$ cat src/ccr_pkg.sv
// Package with the register map, field positions and timing constants of the control bank.
package ccr_pkg;

    // Register indices carried in address bits 6:3.
    localparam logic [3:0] IDX_RX_DATA  = 4'h2;
    localparam logic [3:0] IDX_TX_DATA  = 4'h3;
    localparam logic [3:0] IDX_ROUTING  = 4'h4;
    localparam logic [3:0] IDX_GAIN     = 4'h5;
    localparam logic [3:0] IDX_OUT_ATT  = 4'h6;
    localparam logic [3:0] IDX_TONE_CTL = 4'h7;
    localparam logic [3:0] IDX_TONE_A   = 4'h8;
    localparam logic [3:0] IDX_TONE_B   = 4'h9;
    localparam logic [3:0] IDX_RANGE    = 4'ha;
    localparam logic [3:0] IDX_BUZZER   = 4'hb;
    localparam int         IDX_FIRST    = 2;
    localparam int         IDX_LAST     = 11;

    // Address byte fields.
    localparam int ADDR_PD_BIT  = 7;
    localparam int ADDR_IDX_MSB = 6;
    localparam int ADDR_IDX_LSB = 3;
    localparam int ADDR_RD_BIT  = 2;
    localparam int ADDR_DF_BIT  = 1;

    // Buzzer register fields.
    localparam int BUZ_EN_BIT  = 7;
    localparam int BUZ_POL_BIT = 6;

    // Power-on value of every register in the bank.
    localparam logic [7:0] REG_RESET = 8'h00;
    localparam logic [2:0] BIT_LAST  = 3'h7;

    // Buzzer duty step time and its cycle count at the 100 MHz clock.
    localparam int CLK_PERIOD_NS = 10;
    localparam int BUZ_STEP_NS   = 1000;
    localparam int BUZ_STEP_CYC  = (BUZ_STEP_NS / CLK_PERIOD_NS < 1) ? 1 :
                                   BUZ_STEP_NS / CLK_PERIOD_NS;

    // Serial port sequencing states.
    typedef enum logic [1:0] {
        ST_ADDR,
        ST_DATA,
        ST_DONE
    } ccr_state_e;

    // Decoded settings handed to the analog and tone logic.
    typedef struct packed {
        logic [1:0] tx_input_sel;
        logic       sidetone_en;
        logic       earpiece_output;
        logic       extra_amp_output;
        logic       ring_route_enable;
        logic       speech_route_enable;
        logic [3:0] tx_gain;
        logic [3:0] sidetone_gain;
        logic [3:0] earpiece_gain_field;
        logic [3:0] extra_amp_gain_field;
        logic [3:0] tone_gain;
        logic       tone_a_select;
        logic       tone_b_select;
        logic       waveform_select;
        logic       tone_to_transmit;
        logic [7:0] tone_a_frequency;
        logic [7:0] tone_b_frequency;
        logic       range_half;
        logic       range_double;
    } ccr_ctrl_s;

endpackage

$ cat src/ccr_bank.sv
// Control register bank, registers two to eleven, behind the serial control port.
`timescale 1ns/1ps

// Notes on behaviour
// - Receive and transmit data registers each hold one byte, bit 7 most significant.
// - Those data bytes drive the voice paths only in companded mode.
// - Routing bits 7:6 pick transmit input: mute, microphone one, two, three.
// - Routing bit 5 enables the sidetone path.
// - Routing bits 4:3 pick mute, earpiece or extra amplifier; 11 never written.
// - Routing bit 2 connects ring/tone to the selected output.
// - Routing bit 0 connects received speech to the selected output.
// - Gain upper nibble sets transmit gain, 0 to 22.5 dB, 1.5 dB steps.
// - Gain lower nibble sets sidetone gain, -12.5 to -27.5 dB, 1 dB steps.
// - Attenuation nibbles set earpiece and extra amplifier gain, 2 dB steps.
// - Tone control bits 7:4 set tone attenuation in 3 dB steps.
// - Tone control bits 3:2 select muted, second, first or both tones.
// - Tone control bit 1 picks square (0) or sine (1) waveform.
// - Tone control bit 0 routes the tone generator into transmit.
// - Two frequency words, unsigned, set first and second tone frequency.
// - Range bits 1:0 pick standard, halved or doubled; fourth code forbidden.
// - Buzzer bit 7 enables the buzzer; disabled output stays low.
// - Buzzer bit 6 makes the duty the high time (0) or low time (1).
// - Buzzer bits 5:0 hold the unsigned duty number.
// - Address byte bit 2 chooses write or read-back.
// - Address bit 1 announces a data byte; else a lone power instruction.
// - Bit 7 of each byte is shifted first.
module ccr_bank (
    input  wire logic             ref_clk,
    input  wire logic             nrst,
    input  wire logic             ctl_cs_n,
    input  wire logic             ctl_sclk,
    input  wire logic             ctl_din,
    output logic                  ctl_dout,
    output logic                  ctl_dout_oe_n,
    input  wire logic             companded_mode,
    output logic                  power_down,
    output logic [7:0]            rx_path_byte,
    output logic                  rx_path_use,
    output logic [7:0]            tx_slot_byte,
    output logic                  tx_slot_use,
    output ccr_pkg::ccr_ctrl_s    ctrl,
    output logic                  buzzer_out
);

    ccr_pkg::ccr_state_e st;
    logic [7:0]          regs [ccr_pkg::IDX_FIRST:ccr_pkg::IDX_LAST];
    logic                sclk_q;
    logic [2:0]          cnt;
    logic [7:0]          shift_in;
    logic [7:0]          next_shift;
    logic [7:0]          out_sh;
    logic [3:0]          idx;
    logic                rd;
    logic                rise;
    logic                fall;
    logic                byte_end;
    logic                idx_ok;
    logic [7:0]          rd_val;
    logic [3:0]          next_idx;
    logic [6:0]          pre_cnt;
    logic [5:0]          phase;
    logic                buz_high;

    // The serial clock is a synchronous input, so one delayed copy gives its edges.
    always_ff @(posedge ref_clk or negedge nrst) begin
        if (!nrst) begin
            sclk_q <= 1'b0;
        end else begin
            sclk_q <= ctl_sclk;
        end
    end

    assign rise       = ctl_sclk & ~sclk_q & ~ctl_cs_n;
    assign fall       = ~ctl_sclk & sclk_q & ~ctl_cs_n;
    assign next_shift = {shift_in[6:0], ctl_din};
    assign byte_end   = rise && (cnt == ccr_pkg::BIT_LAST);
    assign next_idx   = next_shift[ccr_pkg::ADDR_IDX_MSB:ccr_pkg::ADDR_IDX_LSB];

    // Bits are taken MSB first on rising serial clock edges; deselect restarts a frame.
    always_ff @(posedge ref_clk or negedge nrst) begin
        if (!nrst) begin
            cnt      <= 3'h0;
            shift_in <= ccr_pkg::REG_RESET;
        end else if (ctl_cs_n) begin
            cnt <= 3'h0;
        end else if (rise) begin
            cnt      <= cnt + 3'h1;
            shift_in <= next_shift;
        end
    end

    // Frame sequencing: address byte, then an optional data byte.
    always_ff @(posedge ref_clk or negedge nrst) begin
        if (!nrst) begin
            st         <= ccr_pkg::ST_ADDR;
            idx        <= 4'h0;
            rd         <= 1'b0;
            power_down <= 1'b0;
        end else if (ctl_cs_n) begin
            st <= ccr_pkg::ST_ADDR;
        end else if (byte_end) begin
            unique case (st)
                ccr_pkg::ST_ADDR: begin
                    power_down <= next_shift[ccr_pkg::ADDR_PD_BIT];
                    idx        <= next_idx;
                    rd         <= next_shift[ccr_pkg::ADDR_RD_BIT];
                    // A lone address byte is only a power instruction.
                    st <= next_shift[ccr_pkg::ADDR_DF_BIT] ? ccr_pkg::ST_DATA
                                                           : ccr_pkg::ST_DONE;
                end
                ccr_pkg::ST_DATA: begin
                    st <= ccr_pkg::ST_DONE;
                end
                ccr_pkg::ST_DONE: begin
                    st <= ccr_pkg::ST_DONE;
                end
            endcase
        end
    end

    // Only registers two to eleven live here; the transmit byte has no read-back.
    always_comb begin
        idx_ok = (next_idx >= 4'(ccr_pkg::IDX_FIRST)) && (next_idx <= 4'(ccr_pkg::IDX_LAST));
        rd_val = 8'h00;
        if (idx_ok && next_idx != ccr_pkg::IDX_TX_DATA) begin
            rd_val = regs[next_idx];
        end
    end

    // Read data is loaded as the address completes so bit 7 is ready before the first edge.
    always_ff @(posedge ref_clk or negedge nrst) begin
        if (!nrst) begin
            out_sh <= 8'h00;
        end else if (byte_end && st == ccr_pkg::ST_ADDR) begin
            out_sh <= rd_val;
        end else if (fall && st == ccr_pkg::ST_DATA && cnt != 3'h0) begin
            out_sh <= {out_sh[6:0], 1'b0};
        end
    end

    assign ctl_dout      = out_sh[7];
    assign ctl_dout_oe_n = ~(st == ccr_pkg::ST_DATA && rd && !ctl_cs_n);

    // A write commits only on the eighth data bit, so an aborted frame changes nothing.
    // Reserved bits are stored as written; the controller keeps them zero.
    always_ff @(posedge ref_clk or negedge nrst) begin
        if (!nrst) begin
            for (int i = ccr_pkg::IDX_FIRST; i <= ccr_pkg::IDX_LAST; i++) begin
                regs[i] <= ccr_pkg::REG_RESET;
            end
        end else if (byte_end && st == ccr_pkg::ST_DATA && !rd &&
                     idx >= 4'(ccr_pkg::IDX_FIRST) && idx <= 4'(ccr_pkg::IDX_LAST)) begin
            regs[idx] <= next_shift;
        end
    end

    // Voice data bytes reach the time-slot paths only while companding is selected.
    always_ff @(posedge ref_clk or negedge nrst) begin
        if (!nrst) begin
            rx_path_byte <= 8'h00;
            rx_path_use  <= 1'b0;
            tx_slot_byte <= 8'h00;
            tx_slot_use  <= 1'b0;
        end else begin
            rx_path_use  <= companded_mode;
            tx_slot_use  <= companded_mode;
            rx_path_byte <= companded_mode ? regs[ccr_pkg::IDX_RX_DATA] : 8'h00;
            tx_slot_byte <= companded_mode ? regs[ccr_pkg::IDX_TX_DATA] : 8'h00;
        end
    end

    // Decoded settings are registered so downstream analog switching sees clean levels.
    always_ff @(posedge ref_clk or negedge nrst) begin
        if (!nrst) begin
            ctrl <= '0;
        end else begin
            ctrl.tx_input_sel         <= regs[ccr_pkg::IDX_ROUTING][7:6];
            ctrl.sidetone_en          <= regs[ccr_pkg::IDX_ROUTING][5];
            // The illegal code 11 is treated as mute so both amplifiers never drive.
            ctrl.earpiece_output      <= regs[ccr_pkg::IDX_ROUTING][4:3] == 2'h1;
            ctrl.extra_amp_output     <= regs[ccr_pkg::IDX_ROUTING][4:3] == 2'h2;
            ctrl.ring_route_enable    <= regs[ccr_pkg::IDX_ROUTING][2];
            ctrl.speech_route_enable  <= regs[ccr_pkg::IDX_ROUTING][0];
            ctrl.tx_gain              <= regs[ccr_pkg::IDX_GAIN][7:4];
            ctrl.sidetone_gain        <= regs[ccr_pkg::IDX_GAIN][3:0];
            ctrl.earpiece_gain_field  <= regs[ccr_pkg::IDX_OUT_ATT][7:4];
            ctrl.extra_amp_gain_field <= regs[ccr_pkg::IDX_OUT_ATT][3:0];
            ctrl.tone_gain            <= regs[ccr_pkg::IDX_TONE_CTL][7:4];
            ctrl.tone_a_select        <= regs[ccr_pkg::IDX_TONE_CTL][3];
            ctrl.tone_b_select        <= regs[ccr_pkg::IDX_TONE_CTL][2];
            ctrl.waveform_select      <= regs[ccr_pkg::IDX_TONE_CTL][1];
            ctrl.tone_to_transmit     <= regs[ccr_pkg::IDX_TONE_CTL][0];
            ctrl.tone_a_frequency     <= regs[ccr_pkg::IDX_TONE_A];
            ctrl.tone_b_frequency     <= regs[ccr_pkg::IDX_TONE_B];
            // The forbidden range code falls back to the standard range.
            ctrl.range_double <= regs[ccr_pkg::IDX_RANGE][1:0] == 2'h2;
            ctrl.range_half   <= regs[ccr_pkg::IDX_RANGE][1:0] == 2'h1;
        end
    end

    // Buzzer step prescaler and 64-step phase counter.
    always_ff @(posedge ref_clk or negedge nrst) begin
        if (!nrst) begin
            pre_cnt <= 7'h00;
            phase   <= 6'h00;
        end else if (pre_cnt == 7'(ccr_pkg::BUZ_STEP_CYC - 1)) begin
            pre_cnt <= 7'h00;
            phase   <= phase + 6'h1;
        end else begin
            pre_cnt <= pre_cnt + 7'h1;
        end
    end

    assign buz_high = phase < regs[ccr_pkg::IDX_BUZZER][5:0];

    // Disabled buzzer is held low whatever the polarity bit says.
    always_ff @(posedge ref_clk or negedge nrst) begin
        if (!nrst) begin
            buzzer_out <= 1'b0;
        end else if (!regs[ccr_pkg::IDX_BUZZER][ccr_pkg::BUZ_EN_BIT]) begin
            buzzer_out <= 1'b0;
        end else begin
            buzzer_out <= buz_high ^ regs[ccr_pkg::IDX_BUZZER][ccr_pkg::BUZ_POL_BIT];
        end
    end
endmodule

$ cat config.mk
export PLATFORM = sky130hd
export DESIGN_NAME = ccr_bank
export DESIGN_NICKNAME = d
export VERILOG_FILES = /design/src/ccr_pkg.sv /design/src/ccr_bank.sv
export SDC_FILE = /design/constraint.sdc
export NUM_CORES = 1
export LEC_CHECK = 0
export BUFFER_PORTS_ARGS = -buffer_cell sky130_fd_sc_hd__buf_2
export CAP_MARGIN = 20
export CORE_MARGIN = 2
export CORE_UTILIZATION = 45
export CTS_CLUSTER_SIZE = 16
export DETAILED_ROUTE_END_ITERATION = 10
export MAX_ROUTING_LAYER = met4
export SYNTH_ARGS = -nofsm -noshare
export SYNTH_HDL_FRONTEND = slang
export SYNTH_SLANG_ARGS = --single-unit
$ cat constraint.sdc
create_clock -name ref_clk -period 4.55 [get_ports ref_clk]
set_input_delay 0.2275 -clock ref_clk [delete_from_list [all_inputs] [get_ports ref_clk]]
set_output_delay 0.2275 -clock ref_clk [all_outputs]
set_load 0.05 [all_outputs]
==> impl_metrics.env <==
export IMPL_syn_area_um2=7433
export IMPL_synth_fp_nets=549
export IMPL_utilization=0.5374
export IMPL_worst_slew_pin_slew_ns=0.8300
export IMPL_port_buffers=76
export IMPL_critical_path_peak_fanout=10
export IMPL_synthCells=531
export IMPL_grt_pass1_wl_um=25120
export IMPL_whs_path_depth=2
export IMPL_grt_pass1_vias=4557
export IMPL_ys_ff_latch=187
export IMPL_rsz0062_at_grt="false"
export IMPL_drcViolationCount=0
export IMPL_p_sw_frac=0.2590
export IMPL_intPower_mw=2.637
export IMPL_area_growth_pct=15.67
export IMPL_cp_slowest_cell="and4_1"
export IMPL_cts_root_buf="clkbuf_16"
export IMPL_syn_avg_cell_area_um2=14.00
export IMPL_fp_coreArea_um2=16000
export IMPL_crit_family="simple AND/OR/NAND/NOR gates"
export IMPL_die_width_um=132.5
export IMPL_grt_max_degree=88
export IMPL_diodes=0
export IMPL_start_util=0.4646
export IMPL_gp_congestion=0.8105
export IMPL_start_kind="flip-flop"
export IMPL_leakage_nw=4.539
export IMPL_rr_worst_depth=6
export IMPL_final_hold_viol_count=0
export IMPL_clock_sinks=187
export IMPL_wl_per_cell_um=18.51
export IMPL_fp_dieH_um=132.5
export IMPL_drt_pass1_iterations=4
export IMPL_routed_via_density=5.194
export IMPL_drive_above_1_share=0.2199
export IMPL_cp_cell_sequence="ha_1, ha_1, and4bb_4, and4b_1, and4_1, mux2_1"
export IMPL_cts_tree="built"
export IMPL_status="complete, no violations"
export IMPL_hold_class="in2reg"
export IMPL_max_cap_violations=0
export IMPL_clockPowerShare=0.415
export IMPL_final_antenna_net_count=0
export IMPL_grtUsageTotal=0.1925
export IMPL_row_count=46
export IMPL_setup_tns_final_ns=0
export IMPL_synth_warnings=0
export IMPL_relSlewSlack=0.4453
export IMPL_p_sw_uw=921.6
export IMPL_ir_drop_uv=262.5
export IMPL_p_total_mw=3.558
export IMPL_fmaxAchievable_mhz=387.0
export IMPL_cts_resized=0
export IMPL_setup_violations=0
export IMPL_finClkSkew_ns=0.007589
export IMPL_postCtsSetupBuffers=0
export IMPL_io_pins=77
export IMPL_reg2reg_slack_ns=1.97
export IMPL_slowest_delay_ns=0.56
export IMPL_endpoint_kind="flip-flop"
export IMPL_antenna_found_initial=1
export IMPL_drv_slew=0
export IMPL_nNetsFinal=619
export IMPL_wirelength_um=15370
export IMPL_yosysSeqAreaShare=0.6295
export IMPL_min_period_ns=2.584
export IMPL_power_density_nw_per_um2=413.8
export IMPL_placed_cells=795
export IMPL_whs_ns=0.04912
export IMPL_crit_required_ns=4.85
export IMPL_dp_hpwl_um=10290
export IMPL_numCtsBuffers=17
export IMPL_grt_overflow_total=0
export IMPL_combPwrFrac=0.077
export IMPL_cts_buffer_depth=2
export IMPL_via_count=4311
export IMPL_synth_cell_types=45
export IMPL_path_buf_inv=0
export IMPL_path_class="reg2reg"
export IMPL_htreeDepth=4
export IMPL_timing_final_crit_share=0.5679
export IMPL_crit_cells=6
export IMPL_clk_latency_ns=0.43
export IMPL_die_area_um2=17560
export IMPL_clk_pin_slew_worst_paths_ns=0.06
export IMPL_final_cells=830
export IMPL_worst_ep_arrival_time_ns=2.88
export IMPL_dr_first_iter_drc_count=257
export IMPL_critPathMostFrequentCell="ha_1"
export IMPL_seqPwrFrac=0.509
==> cells in the mapped netlist (all sizes together) <==
cell type | n | area, µm²
a21oi | 12 | 60.06
o22ai | 14 | 87.58
or3b | 2 | 17.52
nand3 | 9 | 65.06
mux4 | 1 | 22.52
and3 | 2 | 12.51
a311oi | 1 | 8.760
nand4 | 4 | 40.04
buf | 12 | 72.57
nor4 | 6 | 37.54
nor3 | 2 | 15.01
inv | 19 | 71.32
nand2b | 3 | 18.77
and4b | 3 | 30.03
mux2i | 41 | 410.4
and2 | 16 | 100.1
o31ai | 2 | 15.01
and4bb | 1 | 16.27
nand2 | 18 | 67.56
ha | 12 | 150.1
or4b | 1 | 10.01
nand3b | 3 | 22.52
a21bo | 1 | 10.01
xnor2 | 7 | 61.31
mux2 | 87 | 979.7
clkbuf | 18 | 67.56
a21o | 1 | 7.510
a41oi | 1 | 8.760
dfrtp | 187 | 4679
o21ai | 8 | 40.03
nand4b | 3 | 41.29
nor2 | 16 | 60.06
or3 | 1 | 6.260
and4 | 2 | 17.52
o211ai | 1 | 7.510
nor2b | 11 | 68.82
xor2 | 3 | 26.28
==> worst reg2reg max path: cells and delay by family (launching register included) <==
kind | cells | cell delay (ns)
fa+ha+maj | 2 | 0.31
simple gates | 3 | 1.36
mux | 1 | 0.40
flops | 1 | 0.39
==> layout by cell type, fill, tap and decap left out, drive strengths merged, types with 3 or more instances in the layout <==
master	netlist	final
a21oi	12	12
and2	16	16
and4b	3	3
buf	12	79
clkbuf	18	20
clkinv	0	5
dfrtp	187	187
ha	12	12
inv	19	23
mux2	87	87
mux2i	41	41
nand2	18	18
nand2b	3	3
nand3	9	9
nand3b	3	3
nand4	4	4
nand4b	3	3
nor2	16	16
nor2b	11	11
nor4	6	6
o21ai	8	8
o22ai	14	14
xnor2	7	7
xor2	3	3
==> flip-flops by register name, summed over array words and instances, names as in the netlist <==
| name | cells |
|---|---|
| tx_slot_byte | 8 |
| tx_slot_use | 1 |
| regs | 80 |
| st | 2 |
| shift_in | 7 |
| idx | 4 |
| pre_cnt | 7 |
| rd | 1 |
| rx_path_byte | 8 |
| cnt | 3 |
| phase | 6 |
| sclk_q | 1 |
| ctrl | 49 |
| power_down | 1 |
| buzzer_out | 1 |
| out_sh | 8 |
==> final timing paths <==
check	startpoint	to
min reg2reg	regs[55]	ctrl[41]
min in group asynchronous	nrst	ctrl[45]
max	cnt[0]	regs[36]
max reg2reg	cnt[0]	regs[36]
max in group asynchronous	nrst	shift_in[2]
min	ctl_cs_n	cnt[2]
==> area by class of cell <==
cell class,instances,area [µm²]
Clock buffer,20,456.7
Clock inverter,12,135.1
Fill cell,1411,7402
Inverter,19,71.32
Multi-Input combinational cell,295,2542
Sequential cell,187,4681
Tap cell,216,270.3
Timing Repair Buffer,81,441.7
==> per-layer routing <==
metal	routed length (µm)	vias to the layer above	global-route usage
li1	-	1996	-
met3	546	23	0.04904
met4	318	0	0.06452
met2	7348	95	0.2982
met1	7153	2197	0.2490
met5	0	-	-
==> power by group through the flow <==
| stage | sequential, mW | combinational, mW | clock [mW] |
|---|---|---|---|
| 2_1_floorplan | 1.74 | 0.243 | 0 |
| 3_3_place_gp | 1.89 | 0.206 | 0 |
| 3_5_place_dp | 1.90 | 0.210 | 0 |
| 4_1_cts | 1.86 | 0.212 | 1.51 |
| 5_1_grt | 1.82 | 0.296 | 1.58 |
| 6_report | 1.81 | 0.272 | 1.48 |
==> cells by family (layout without fill, tap and decap cells) <==
group,count (synthesis),after routing,share of synthesized area
flops,187,187,0.6295
simple gates,103,103,0.08703
fa+ha+maj,12,12,0.02020
mux,129,129,0.1900
buf+inv,49,132,0.02845
compound gates,41,41,0.03299
xor+xnor,10,10,0.01178
==> metrics by stage <==
stage / setup WS (ns) / instance area [µm²]
after global placement: 2.098 / 7966
after CTS: 1.965 / 8578
after global routing: 1.833 / 8598
final: 1.966 / 8598
after floorplan: 2.476 / 7433
after detailed placement: 2.020 / 7966
==> what timing repair did <==
item                                    CTS  global route
hold buffers                              2             0
hold endpoints to repair                 86             0
endpoints found under the setup margin    0             0
(Power assumes the default switching activity.)
